==> src/common/lgc_consts.svh <==
`ifndef LGC_CONSTS_SVH
`define LGC_CONSTS_SVH
// Register offsets
`define LGC_A_IN_HI      8'h00
`define LGC_A_IN_LO      8'h01
`define LGC_A_OUT_HI     8'h02
`define LGC_A_OUT_LO     8'h03
`define LGC_A_DIR_HI     8'h04
`define LGC_A_DIR_LO     8'h05
`define LGC_A_BLK_HI     8'h06
`define LGC_A_BLK_LO     8'h07
`define LGC_A_GCTL       8'h11
`define LGC_A_KIND_HI    8'h12
`define LGC_A_KIND_LO    8'h13
`define LGC_A_BREATH     8'h14
`define LGC_A_RAMP       8'h15
`define LGC_A_HOLD       8'h16
`define LGC_A_BRIGHT0    8'h20
`define LGC_A_BRIGHT5    8'h25
`define LGC_A_SWRST      8'h7f
`define LGC_SWRST_CODE   8'h00
// Channel groups: high pair is channels 5:4, low quad is 3:0
`define LGC_HI           5:4
`define LGC_LO           3:0
`define LGC_HI_FLD       1:0
`define LGC_LO_FLD       3:0
`define LGC_CH6_FLD      5:0
`define LGC_OD_FIRST     4
// Global control fields
`define LGC_GC_GO        7
`define LGC_GC_DRIVE     4
`define LGC_GC_RANGE     1:0
// Timer fields
`define LGC_T_SLOW       5:3
`define LGC_T_FAST       2:0
// Reset values
`define LGC_RST_KIND     6'h3f
`define LGC_RST_ZERO6    6'h00
`define LGC_RST_BYTE     8'h00
`define LGC_LVL_MAX      6'h3f
`define LGC_LVL_MIN      6'h00
// Timing: one base step is one 64th of the 315 ms unit
`define LGC_CLK_MHZ      100
`define LGC_BASE_TIME_US 315000
`define LGC_FADE_STEPS   64
`define LGC_STEP_CYCLES  ((`LGC_BASE_TIME_US * `LGC_CLK_MHZ) / `LGC_FADE_STEPS)
`define LGC_HOLD_SHIFT   6'h00
`endif

==> src/common/lgc_pkg.sv <==
// Purpose: types shared by the channel register bank
// Assumes: six channels
// Notes:   widths only; numbers live in lgc_consts.svh
package lgc_pkg;
  typedef enum logic [2:0] {
    BL_IDLE = 3'b000,
    BL_UP   = 3'b001,
    BL_ON   = 3'b010,
    BL_DOWN = 3'b011,
    BL_OFF  = 3'b100
  } lgc_phase_t;

  typedef struct packed {
    logic       wr;
    logic       rd;
    logic [7:0] addr;
    logic [7:0] wdata;
  } lgc_req_t;

  typedef struct packed {
    logic       rvalid;
    logic [7:0] rdata;
  } lgc_rsp_t;

  typedef struct packed {
    logic [5:0]      sink_en;
    logic [1:0]      current_range_select;
    logic [5:0][7:0] brightness_code;
  } lgc_led_t;

  typedef struct packed {
    logic [5:0]      out_lvl;
    logic [5:0]      dir;
    logic [5:0]      irq_blk;
    logic [5:0]      kind;
    logic [5:0]      breath_en;
    logic            go;
    logic            drive_style_select;
    logic [1:0]      current_range_select;
    logic [5:0]      ramp_timer;
    logic [5:0]      hold_timer;
    logic [5:0][7:0] bright;
  } lgc_cfg_t;

  typedef struct packed {
    lgc_phase_t      phase;
    logic [5:0]      blink_lvl;
    logic [10:0]     hold_cnt;
    logic [5:0][5:0] fade_lvl;
    logic [19:0]     pre_cnt;
    logic [4:0]      up_cnt;
    logic [4:0]      dn_cnt;
  } lgc_eng_t;

  typedef struct packed {
    logic [5:0] s1;
    logic [5:0] s2;
    logic [5:0] s3;
    logic [5:0] in_lvl;
    logic [5:0] pend;
    logic [1:0] st1;
    logic [1:0] st2;
    logic [1:0] st3;
    logic [1:0] strap_cnt;
    logic       strap_done;
  } lgc_io_t;

  typedef struct packed {
    lgc_cfg_t   cfg;
    lgc_eng_t   eng;
    lgc_io_t    io;
    lgc_rsp_t   rsp;
    lgc_led_t   led;
    logic [5:0] pin_o;
    logic [5:0] pin_oe;
  } lgc_state_t;
endpackage

==> src/verilog/lgc_regs.sv <==
// Purpose: register bank and per-channel LED / general-purpose pin control
// Assumes: byte register port from the serial slave engine, 100 MHz clock
// Notes:   pin and strap inputs are asynchronous and pass three flops
//
// Notes on behaviour
// - Brightness code maps linearly; zero is off, 255 full selected scale.
// - Writing one to the run bit starts periodic blink breathing.
// - Drive-style bit: channels 4,5 open-drain at zero, push-pull at one.
// - Two-bit range picks full-scale current for all codes; resets 00.
// - Mode bit zero is LED driver, one is general pin; resets one.
// - Per-channel breathing enable bits, one turns breathing on; reset zero.
// - Ramp timer holds fade-down in bits 5:3, fade-up in 2:0.
// - Time codes 1..5 double from 315 ms; 0, 6, 7 mean zero.
// - Hold timer holds dark time in 5:3, lit time in 2:0.
// - Input registers return the sampled pin level per channel.
// - General pin output bit drives the pin low or high.
// - In latched fade, output bit rise fades up, fall fades down.
// - Output-level reset value comes from the two address straps.
// - General pin direction bit: zero output, one input; resets zero.
// - With breathing on, direction zero is latched fade, one is blink.
// - Mask bit zero allows an input interrupt, one blocks it.
// - Writing 00 to the reset register resets; reading gives identity.
// - Brightness writes are ignored while the channel is in latched fade.
`include "lgc_consts.svh"

module lgc_regs
  import lgc_pkg::*;
#(
  parameter int unsigned P_STEP_CYCLES = `LGC_STEP_CYCLES,
  // Arbitrary identity value
  parameter logic [7:0]  P_IDENT       = 8'h5a
) (
  // Clock and reset
  input  wire logic       i_clk_sys,
  input  wire logic       i_arst_n,
  // Register port
  input  wire lgc_req_t   i_req,
  output lgc_rsp_t        o_rsp,
  // Channel pins
  input  wire logic [5:0] i_pin_in,
  output logic [5:0]      o_pin_out,
  output logic [5:0]      o_pin_oe,
  // Address straps
  input  wire logic       i_address_strap_low,
  input  wire logic       i_address_strap_high,
  // Current sinks
  output lgc_led_t        o_led,
  // Interrupt
  output logic            o_irq_out_low_n
);

  localparam logic [19:0] STEP_LAST = 20'(P_STEP_CYCLES - 1);

  function automatic lgc_cfg_t cfg_reset();
    lgc_cfg_t c;
    c                      = '0;
    c.out_lvl              = `LGC_RST_ZERO6;
    c.dir                  = `LGC_RST_ZERO6;
    c.irq_blk              = `LGC_RST_ZERO6;
    c.kind                 = `LGC_RST_KIND;
    c.breath_en            = `LGC_RST_ZERO6;
    c.ramp_timer           = `LGC_RST_ZERO6;
    c.hold_timer           = `LGC_RST_ZERO6;
    return c;
  endfunction

  localparam lgc_cfg_t   CFG_RST = cfg_reset();
  localparam lgc_state_t ST_RST  = '{cfg: CFG_RST, eng: '0, io: '0, rsp: '0,
                                    led: '0, pin_o: '0, pin_oe: '0};

  // Time code to multiple of the base unit, zero meaning instant
  function automatic logic [4:0] time_mult(input logic [2:0] code);
    case (code)
      3'h1:    return 5'h01;
      3'h2:    return 5'h02;
      3'h3:    return 5'h04;
      3'h4:    return 5'h08;
      3'h5:    return 5'h10;
      default: return 5'h00;
    endcase
  endfunction

  // Hold length in base steps
  function automatic logic [10:0] hold_len(input logic [2:0] code);
    return {time_mult(code), `LGC_HOLD_SHIFT};
  endfunction

  // 64-step level onto the 8-bit code scale, 63 lands on 255
  function automatic logic [7:0] expand(input logic [5:0] lvl);
    return {lvl, lvl[5:4]};
  endfunction

  function automatic logic [7:0] rd_hi(input logic [5:0] v);
    return {6'h00, v[`LGC_HI]};
  endfunction

  function automatic logic [7:0] rd_lo(input logic [5:0] v);
    return {4'h0, v[`LGC_LO]};
  endfunction

  lgc_state_t r;
  lgc_state_t n;
  logic [5:0] fade_m;
  logic [5:0] blink_m;
  logic [5:0] evt;
  logic [5:0] rd_clr;
  logic       base_tick;
  logic       up_tick;
  logic       dn_tick;
  logic       swrst;
  logic       strap_load;
  logic [4:0] m_up;
  logic [4:0] m_dn;
  logic [2:0] bch;

  always_comb begin
    n          = r;
    evt        = '0;
    rd_clr     = '0;
    swrst      = 1'b0;
    strap_load = 1'b0;
    bch        = 3'(i_req.addr - `LGC_A_BRIGHT0);

    fade_m  = ~r.cfg.kind & r.cfg.breath_en & ~r.cfg.dir;
    blink_m = ~r.cfg.kind & r.cfg.breath_en & r.cfg.dir;

    // pin sampling, level accepted once stages two and three agree
    n.io.s1 = i_pin_in;
    n.io.s2 = r.io.s1;
    n.io.s3 = r.io.s2;
    for (int c = 0; c < 6; c++) begin
      if (r.io.s2[c] == r.io.s3[c]) begin
        n.io.in_lvl[c] = r.io.s3[c];
        // change on an unmasked general input
        evt[c] = (r.io.s3[c] != r.io.in_lvl[c]) && r.cfg.kind[c] && r.cfg.dir[c]
                 && !r.cfg.irq_blk[c];
      end
    end

    // straps settle three edges after reset, then set output levels
    n.io.st1 = {i_address_strap_high, i_address_strap_low};
    n.io.st2 = r.io.st1;
    n.io.st3 = r.io.st2;
    if (!r.io.strap_done) begin
      if (r.io.strap_cnt != 2'h3) begin
        n.io.strap_cnt = r.io.strap_cnt + 2'h1;
      end else if (r.io.st2 == r.io.st3) begin
        strap_load      = 1'b1;
        n.io.strap_done = 1'b1;
        n.cfg.out_lvl   = {6{|r.io.st3}};
      end
    end

    // shared step prescaler and per-direction rate dividers
    m_up      = time_mult(r.cfg.ramp_timer[`LGC_T_FAST]);
    m_dn      = time_mult(r.cfg.ramp_timer[`LGC_T_SLOW]);
    base_tick = (r.eng.pre_cnt >= STEP_LAST);
    up_tick   = base_tick && (m_up != 5'h00) && (r.eng.up_cnt >= 5'(m_up - 5'h01));
    dn_tick   = base_tick && (m_dn != 5'h00) && (r.eng.dn_cnt >= 5'(m_dn - 5'h01));
    n.eng.pre_cnt = base_tick ? 20'h00000 : r.eng.pre_cnt + 20'h00001;
    if (base_tick) begin
      n.eng.up_cnt = up_tick ? 5'h00 : r.eng.up_cnt + 5'h01;
      n.eng.dn_cnt = dn_tick ? 5'h00 : r.eng.dn_cnt + 5'h01;
    end

    // blink engine shared by all blink channels
    if (!r.cfg.go) begin
      n.eng.phase     = BL_IDLE;
      n.eng.blink_lvl = `LGC_LVL_MIN;
      n.eng.hold_cnt  = '0;
    end else begin
      case (r.eng.phase)
        BL_IDLE: begin
          n.eng.phase = BL_UP;
        end
        BL_UP: begin
          if (r.eng.blink_lvl == `LGC_LVL_MAX) begin
            n.eng.phase    = BL_ON;
            n.eng.hold_cnt = '0;
          end else if (m_up == 5'h00) begin
            n.eng.blink_lvl = `LGC_LVL_MAX;
          end else if (up_tick) begin
            n.eng.blink_lvl = r.eng.blink_lvl + 6'h01;
          end
        end
        BL_ON: begin
          if (r.eng.hold_cnt >= hold_len(r.cfg.hold_timer[`LGC_T_FAST])) begin
            n.eng.phase = BL_DOWN;
          end else if (base_tick) begin
            n.eng.hold_cnt = r.eng.hold_cnt + 11'h001;
          end
        end
        BL_DOWN: begin
          if (r.eng.blink_lvl == `LGC_LVL_MIN) begin
            n.eng.phase    = BL_OFF;
            n.eng.hold_cnt = '0;
          end else if (m_dn == 5'h00) begin
            n.eng.blink_lvl = `LGC_LVL_MIN;
          end else if (dn_tick) begin
            n.eng.blink_lvl = r.eng.blink_lvl - 6'h01;
          end
        end
        BL_OFF: begin
          if (r.eng.hold_cnt >= hold_len(r.cfg.hold_timer[`LGC_T_SLOW])) begin
            n.eng.phase = BL_UP;
          end else if (base_tick) begin
            n.eng.hold_cnt = r.eng.hold_cnt + 11'h001;
          end
        end
        default: begin
          n.eng.phase = BL_IDLE;
        end
      endcase
    end

    // latched fade follows the output bit toward full or dark
    for (int c = 0; c < 6; c++) begin
      if (fade_m[c]) begin
        if (r.cfg.out_lvl[c] && r.eng.fade_lvl[c] != `LGC_LVL_MAX) begin
          if (m_up == 5'h00) begin
            n.eng.fade_lvl[c] = `LGC_LVL_MAX;
          end else if (up_tick) begin
            n.eng.fade_lvl[c] = r.eng.fade_lvl[c] + 6'h01;
          end
        end else if (!r.cfg.out_lvl[c] && r.eng.fade_lvl[c] != `LGC_LVL_MIN) begin
          if (m_dn == 5'h00) begin
            n.eng.fade_lvl[c] = `LGC_LVL_MIN;
          end else if (dn_tick) begin
            n.eng.fade_lvl[c] = r.eng.fade_lvl[c] - 6'h01;
          end
        end
      end
    end

    // register writes keep only defined bits
    if (i_req.wr) begin
      case (i_req.addr)
        `LGC_A_OUT_HI:  n.cfg.out_lvl[`LGC_HI]    = i_req.wdata[`LGC_HI_FLD];
        `LGC_A_OUT_LO:  n.cfg.out_lvl[`LGC_LO]    = i_req.wdata[`LGC_LO_FLD];
        `LGC_A_DIR_HI:  n.cfg.dir[`LGC_HI]        = i_req.wdata[`LGC_HI_FLD];
        `LGC_A_DIR_LO:  n.cfg.dir[`LGC_LO]        = i_req.wdata[`LGC_LO_FLD];
        `LGC_A_BLK_HI:  n.cfg.irq_blk[`LGC_HI]    = i_req.wdata[`LGC_HI_FLD];
        `LGC_A_BLK_LO:  n.cfg.irq_blk[`LGC_LO]    = i_req.wdata[`LGC_LO_FLD];
        `LGC_A_KIND_HI: n.cfg.kind[`LGC_HI]       = i_req.wdata[`LGC_HI_FLD];
        `LGC_A_KIND_LO: n.cfg.kind[`LGC_LO]       = i_req.wdata[`LGC_LO_FLD];
        `LGC_A_BREATH:  n.cfg.breath_en           = i_req.wdata[`LGC_CH6_FLD];
        `LGC_A_RAMP:    n.cfg.ramp_timer          = i_req.wdata[`LGC_CH6_FLD];
        `LGC_A_HOLD:    n.cfg.hold_timer          = i_req.wdata[`LGC_CH6_FLD];
        `LGC_A_GCTL: begin
          n.cfg.go                   = i_req.wdata[`LGC_GC_GO];
          n.cfg.drive_style_select   = i_req.wdata[`LGC_GC_DRIVE];
          n.cfg.current_range_select = i_req.wdata[`LGC_GC_RANGE];
        end
        `LGC_A_SWRST: swrst = (i_req.wdata == `LGC_SWRST_CODE);
        default: begin
          // a channel in latched fade keeps its programmed code
          if (i_req.addr >= `LGC_A_BRIGHT0 && i_req.addr <= `LGC_A_BRIGHT5
              && !fade_m[bch]) begin
            n.cfg.bright[bch] = i_req.wdata;
          end
        end
      endcase
    end

    // Reads answer one cycle later; input reads clear their pending flags
    n.rsp.rvalid = i_req.rd;
    n.rsp.rdata  = `LGC_RST_BYTE;
    if (i_req.rd) begin
      case (i_req.addr)
        `LGC_A_IN_HI: begin
          n.rsp.rdata        = rd_hi(r.io.in_lvl);
          rd_clr[`LGC_HI]    = 2'h3;
        end
        `LGC_A_IN_LO: begin
          n.rsp.rdata        = rd_lo(r.io.in_lvl);
          rd_clr[`LGC_LO]    = 4'hf;
        end
        `LGC_A_OUT_HI:  n.rsp.rdata = rd_hi(r.cfg.out_lvl);
        `LGC_A_OUT_LO:  n.rsp.rdata = rd_lo(r.cfg.out_lvl);
        `LGC_A_DIR_HI:  n.rsp.rdata = rd_hi(r.cfg.dir);
        `LGC_A_DIR_LO:  n.rsp.rdata = rd_lo(r.cfg.dir);
        `LGC_A_BLK_HI:  n.rsp.rdata = rd_hi(r.cfg.irq_blk);
        `LGC_A_BLK_LO:  n.rsp.rdata = rd_lo(r.cfg.irq_blk);
        `LGC_A_KIND_HI: n.rsp.rdata = rd_hi(r.cfg.kind);
        `LGC_A_KIND_LO: n.rsp.rdata = rd_lo(r.cfg.kind);
        `LGC_A_BREATH:  n.rsp.rdata = {2'h0, r.cfg.breath_en};
        `LGC_A_RAMP:    n.rsp.rdata = {2'h0, r.cfg.ramp_timer};
        `LGC_A_HOLD:    n.rsp.rdata = {2'h0, r.cfg.hold_timer};
        `LGC_A_GCTL:    n.rsp.rdata = {r.cfg.go, 2'h0, r.cfg.drive_style_select,
                                       2'h0, r.cfg.current_range_select};
        `LGC_A_SWRST:   n.rsp.rdata = P_IDENT;
        default:        n.rsp.rdata = `LGC_RST_BYTE;
      endcase
    end
    // Set wins over the read clear
    n.io.pend = (r.io.pend & ~rd_clr) | evt;

    // software reset returns settings and engines, straps are re-read
    if (swrst) begin
      n.cfg           = CFG_RST;
      n.eng           = '0;
      n.io.pend       = '0;
      n.io.strap_cnt  = 2'h0;
      n.io.strap_done = 1'b0;
    end

    n.led.current_range_select = r.cfg.current_range_select;
    n.led.sink_en              = ~r.cfg.kind;
    for (int c = 0; c < 6; c++) begin
      if (r.cfg.kind[c]) begin
        n.led.brightness_code[c] = `LGC_RST_BYTE;
      end else if (blink_m[c]) begin
        n.led.brightness_code[c] = expand(r.eng.blink_lvl);
      end else if (fade_m[c]) begin
        n.led.brightness_code[c] = expand(r.eng.fade_lvl[c]);
      end else begin
        n.led.brightness_code[c] = r.cfg.bright[c];
      end
      // pin drive only for general outputs
      n.pin_o[c]  = 1'b0;
      n.pin_oe[c] = 1'b0;
      if (r.cfg.kind[c] && !r.cfg.dir[c]) begin
        if (c >= `LGC_OD_FIRST && !r.cfg.drive_style_select) begin
          n.pin_oe[c] = !r.cfg.out_lvl[c];
        end else begin
          n.pin_o[c]  = r.cfg.out_lvl[c];
          n.pin_oe[c] = 1'b1;
        end
      end
    end
  end

  always_ff @(posedge i_clk_sys or negedge i_arst_n) begin
    if (!i_arst_n) begin
      r <= ST_RST;
    end else begin
      r <= n;
    end
  end

  assign o_rsp           = r.rsp;
  assign o_led           = r.led;
  assign o_pin_out       = r.pin_o;
  assign o_pin_oe        = r.pin_oe;
  assign o_irq_out_low_n = ~|r.io.pend;
endmodule

==> config.mk <==
export PLATFORM = sky130hd
export DESIGN_NAME = lgc_regs
export DESIGN_NICKNAME = d
export VERILOG_FILES = /design/src/common/lgc_pkg.sv /design/src/verilog/lgc_regs.sv
export VERILOG_INCLUDE_DIRS = /design/src /design/src/common
export SDC_FILE = /design/constraint.sdc
export NUM_CORES = 1
export LEC_CHECK = 0
export BUFFER_PORTS_ARGS = -buffer_cell sky130_fd_sc_hd__buf_2
export CAP_MARGIN = 10
export CORE_UTILIZATION = 55
export DETAILED_ROUTE_END_ITERATION = 8
export PLACE_DENSITY = 0.73
export SLEW_MARGIN = 15
export SYNTH_ARGS = -nofsm -noshare
export SYNTH_HDL_FRONTEND = slang
export SYNTH_SLANG_ARGS = --single-unit
==> constraint.sdc <==
create_clock -name i_clk_sys -period 4.1 [get_ports i_clk_sys]
set_input_delay 0.82 -clock i_clk_sys [delete_from_list [all_inputs] [get_ports i_clk_sys]]
set_output_delay 0.82 -clock i_clk_sys [all_outputs]
set_load 0.005 [all_outputs]
[Word-level counts from Yosys, hierarchy flattened]
Index checks and enable logic that the tools add are counted.
Cells by class
  order comparisons: 9
  reduce and logical (&&, ||, !) cells: 133
  $add $sub $neg: 22
  equal/unequal tests: 79
  bitwise operators: 8
  mux-type cells: 150
Operator list (number)
  6-bit 2-to-1 mux: 56
  180-bit 2-to-1 mux: 1
  8-bit 2-to-1 mux: 20
  8-bit one-hot mux with 15 select lines: 1
  5-bit one-hot mux with 5 select lines: 4
  48-bit 2-to-1 mux: 2
  94-bit 2-to-1 mux: 1
  11-bit 2-to-1 mux: 5
  4-bit inequality test (second input constant): 13
  48-bit bitwise mux: 1
  8-bit by 5-bit == test with 1-bit output (second input constant): 6
  11-bit one-hot mux with 4 select lines: 1
  1-bit logical AND: 43
  6-bit by 1-bit adder with 6-bit output (second input constant): 7
  6-bit by 1-bit subtractor with 6-bit output (second input constant): 7
  20-bit 2-to-1 mux: 2
  2-bit nonzero test: 20
  6-bit inequality test (second input constant): 6
  6-bit nonzero test: 6
  8-bit by 3-bit == test with 1-bit output (second input constant): 4
  3-bit by 2-bit == test with 1-bit output (second input constant): 10
  5-bit 2-to-1 mux: 6
  4-bit AND reduction: 7
  3-bit == test (second input constant): 9
  53 further kinds: 163
Word-level totals
  word-level logic and storage cells: 459
  output and inout bits: 78
  bits in registers: 296
  input bits: 28

[Logic depth before layout (Yosys ltp)]
  word-level depth: 11
  gate-level depth with buffers: 16
  mapped depth without buffers: 15

[Least setup slack after synthesis]
Ideal clock, no wire load.
  path kind: register to register
  start point: register r[261] (netlist name)
  end point: register r[179] (netlist name)
  data arrival time: 3227 ps
  setup slack: 750 ps
  period minus slack after synthesis: 3350 ps
  buffers on the path: 1
  stages on the path, launching flop included: 16
  data required time: 3977 ps
  library setup time: 123 ps
  cells stage by stage: dfrtp_1 > inv_1 > ha_1 > nor2_1 > nand3_1 > ha_1 > xor2_1 > ha_1 > a21o_1 > a31oi_1 > o21ai_1 > a31o_2 > o31ai_1 > buf_2 > nor2_1 > o221a_2
On the way
  word-level cells in the longest chain between the ends: 8
  elaborated cells on any way between the ends: 19
  those cells by class: add/sub (1); order compare (1); eq/ne (5); mux (6); reduce/logical (6)
Ends and longest elaborated chain
  from (decl): RTL line lgc_regs.sv:101  | lgc_state_t r;
  from (signal assigned): RTL line lgc_regs.sv:337  | r <= n;
  3-bit == test (tied with other cells): RTL line lgc_regs.sv:73  | case (code)
  5-bit one-hot mux with 5 select lines (*): RTL line lgc_regs.sv:73
  parallel branches: the longest is 6 deep, another holds 5-bit by 1-bit subtractor with 5-bit output
Mark *: on every way between the ends. The select of a mux whose other input is x is not followed.
A chain may end at the register's enable or synchronous reset.

[Worst setup path in the final report]
  start point: register r[254] (netlist name)
  end point: register r[184] (netlist name)
On the way
  word-level cells in the longest chain between the ends: 7
  elaborated cells on any way between the ends: 11
  those cells by class: order compare (1); eq/ne (6); mux (3); reduce/logical (1)
Ends and longest elaborated chain
  3-bit == test (tied with other cells): RTL line lgc_regs.sv:73
  5-bit one-hot mux with 5 select lines (*): RTL line lgc_regs.sv:73
  5-bit 2-to-1 mux (*): RTL line lgc_regs.sv:172  | case (r.eng.phase)
  5-bit 2-to-1 mux (*): RTL line lgc_regs.sv:167  | if (!r.cfg.go) begin
  11-bit >= comparator (*): RTL line lgc_regs.sv:204  | if (r.eng.hold_cnt >= hold_len(r.cfg.hold_timer[`LGC_T_SLOW])) begin
  4-bit inequality test (no source line) (*)
  5-bit AND reduction (no source line) (*)
Mark *: on every way between the ends. The rest lies on a longest branch, timed or not. The select of a mux whose other input is x is not followed.

==> flow_summary.yaml <==
status:
  status: "completed"
clock_network:
  clkSinkCount: 296
  cts_htree_levels: 2
  cts_hold_buf: 0
  cts_repair_resize_count: 0
  postCtsSetupBuffers: 0
  clkTransAtPathRegs_ps: 60
  cts_tree: "built"
  ctsRootBufferMaster: "clkbuf_16"
  clockBufferDepth: 3
  clk_latency_ps: 530
  cts_buffers: 34
worst_setup_path:
  timing.rr.end: "r[184]"
  startpoint_type: "flop"
  path_max_fanout: 10
  rr_startpoint: "r[254]"
  crit_path_end_kind: "flop"
  crit_required_ps: 4560
  crit_path_end: "r[184]"
  r2r_cells: 11
  path_class: "reg -> reg"
  crit_arrival_ps: 4150
  rrSetupSlack_ps: 410
  critPathLaunch: "r[254]"
synth:
  synthTopCellsByCount: "dfrtp_1 (290), nand2_1 (192), nor2_1 (161)"
  synthCells: 1821
  synth.area.top_cells: "dfrtp_1 (44%), nand2_1 (4.3%), ha_1 (4.1%)"
  yosysTopAreaCell: "dfrtp_1"
  avgSynthCellArea_um2: 9.134
  synth_edf_count: 0
  netlist_area_um2: 16630
  post-synth-top-count-cell: "dfrtp_1"
  synth_top_area_share: 0.4363
  synthFlopType: "dfrtp_1"
  synth.net_count: 1903
  yosysWarnings: 0
  synth_cell_types: 89
  async_flop_share: 1.000
  ys_ff_latch: 296
  yosysSeqAreaShare: 0.4458
global_routing:
  grt_util_met3: 0.05195
  grt_usage: 0.3133
  overflow: 0
  met2_usage: 0.4913
  grt_pass1_vias: 13530
  top_usage_layer: "met2"
  grt_max_degree: 117
  antenna_found_initial: 0
  gr-usage-met1: 0.4272
  grt_pass1_wl_mm: 75.45
worst_hold_path:
  holdCritPathClass: "reg -> reg"
pwr:
  leakage_nw: 7.792
  ir_drop_v: 0.0003585
  powerDensity_nw_per_um2: 470.4
sta:
  tns_ps: 0
  slew_viol_final: 0
  setup-violations-final: 0
  timing.max_slew.rel_slack: 0.3350
  max_slew.worst_pin.slew_ps: 997.5
  rsz0062_at_grt: "no"
  finClkSkew_ps: 25.15
  fin_crit_ps: 3685
  fmax_mhz: 271.3
  period_share: 0.8989
  hold_viol_final: 0
route:
  routedWlPerCell_um: 21.64
  drc: 0
  dr.pass1.iters: 6
  vias: 14490
  initialDrtViolationCount: 1814
  wirelength_mm: 48.24
  vias_per_cell: 6.502
  ant_nets: 0
place:
  gp_congestion: 0.9887
  dp_hpwl_mm: 33.69
  io_buffers: 105
floorplanning:
  core_um2: 29720
  die_x_um: 175.9
  initial_core_util: 0.5597
  die_area_um2: 30940
  die_h_um: 175.9
  rows: 63
  ioPinCount: 106
final_layout:
  nNetsFinal: 1897
  n_fill_cell: 2499
  drive_gt1_frac: 0.1294
  antenna_cells: 0
  area_growth_pct: 8.809
  final_util: 0.6090
job:
  drv_cap: 0
layout make-up:
class | instances | area (um2) | share of cell area
flip-flops and latches | 296 | 7415 | 0.4097
inverters | 59 | 221.5 | 0.01224
repair buffers | 148 | 895.9 | 0.04950
clock buffers | 54 | 1027 | 0.05676
multi-input cells | 1276 | 7949 | 0.4392
well taps | 390 | 488.0 | 0.02696
clock inverters | 6 | 101.3 | 0.005600
registers in the layout, indices dropped and copies added (netlist names):
register,flops
n,18
o_led,56
o_pin_oe,6
o_pin_out,6
o_rsp,9
r,201
metrics by stage:
| stage | instance area [um2] | hold slack [ps] | power, mW | worst slack (ps) | std cells |
|---|---|---|---|---|---|
| after floorplan | 16630 | 331.2 | 4.875 | 750.0 | 1821 |
| after global placement | 16970 | 335.4 | 5.405 | 621.9 | 2169 |
| after detailed placement | 16970 | 337.2 | 5.442 | 523.4 | 2169 |
| after CTS | 18100 | 350.1 | 8.527 | 475.5 | 2229 |
| after global routing | 18100 | 356.1 | 8.906 | 217.2 | 2229 |
| final | 18100 | 347.2 | 8.514 | 414.6 | 2229 |
where the power goes:
part	internal, mW	switching [mW]
logic	0.715	1.06
registers	3.20	0.460
clock network	1.85	1.22
total	5.77	2.74
layer usage:
metal	up-vias	part of all wire	routed length [um]
met5	-	0	0
met4	0	0.048	2304
met3	161	0.079	3823
met2	713	0.46	22170
met1	7089	0.41	19940
li1	6529	-	-
worst min-delay path by stage:
| stage | start | to | slack, ps | cells after the start |
|---|---|---|---|---|
| after global routing | n[108] | n[102] | 360 | 0 |
| final | n[106] | n[100] | 350 | 0 |
| after floorplan | n[106] | n[100] | 330 | 0 |
| after global placement | n[107] | n[101] | 340 | 0 |
| after CTS | n[106] | n[100] | 350 | 0 |
| after detailed placement | n[106] | n[100] | 340 | 0 |
kinds of logic after synthesis:
logic type / after synthesis / share of synthesized area
xor+xnor: 31 / 0.01632
fa+ha+maj: 54 / 0.04062
simple gates: 652 / 0.1873
other cells: 1 / 0.0002255
mux: 45 / 0.02791
buf+inv: 249 / 0.07643
flops: 296 / 0.4458
compound gates: 493 / 0.2054
worst max-delay path, stage by stage, from the launching register on:
cell and delay, ps:
dfrtp_1 400, inv_1 120, ha_1 320, or4b_2 620, ha_1 210, or3b_2 470, a41oi_1 210, nor2_1 80
nor4b_1 480, o21a_1 420, and3b_1 210, a211o_1 90
cells in the final DEF (no fill, tap or decap), drive strengths merged, types with 9 or more instances in the layout:
master	netlist	layout
nor3	44	44
a221o	9	9
or3	11	11
or2	10	10
mux2i	43	43
nand3	80	80
a31oi	35	35
o21a	37	37
dfrtp	290	290
nand2b	15	15
nor2	161	161
nor3b	12	12
o21ai	108	108
nand4	44	44
a32o	13	13
buf	114	148
xnor2	16	16
o311ai	31	31
nand2	192	192
nor4	13	13
o31ai	9	9
and3	36	36
o211ai	15	15
inv	59	61
a21oi	109	109
and2	9	9
clkbuf	76	54
xor2	15	15
ha	54	54
a211oi	37	37
(Power assumes the default switching activity.)
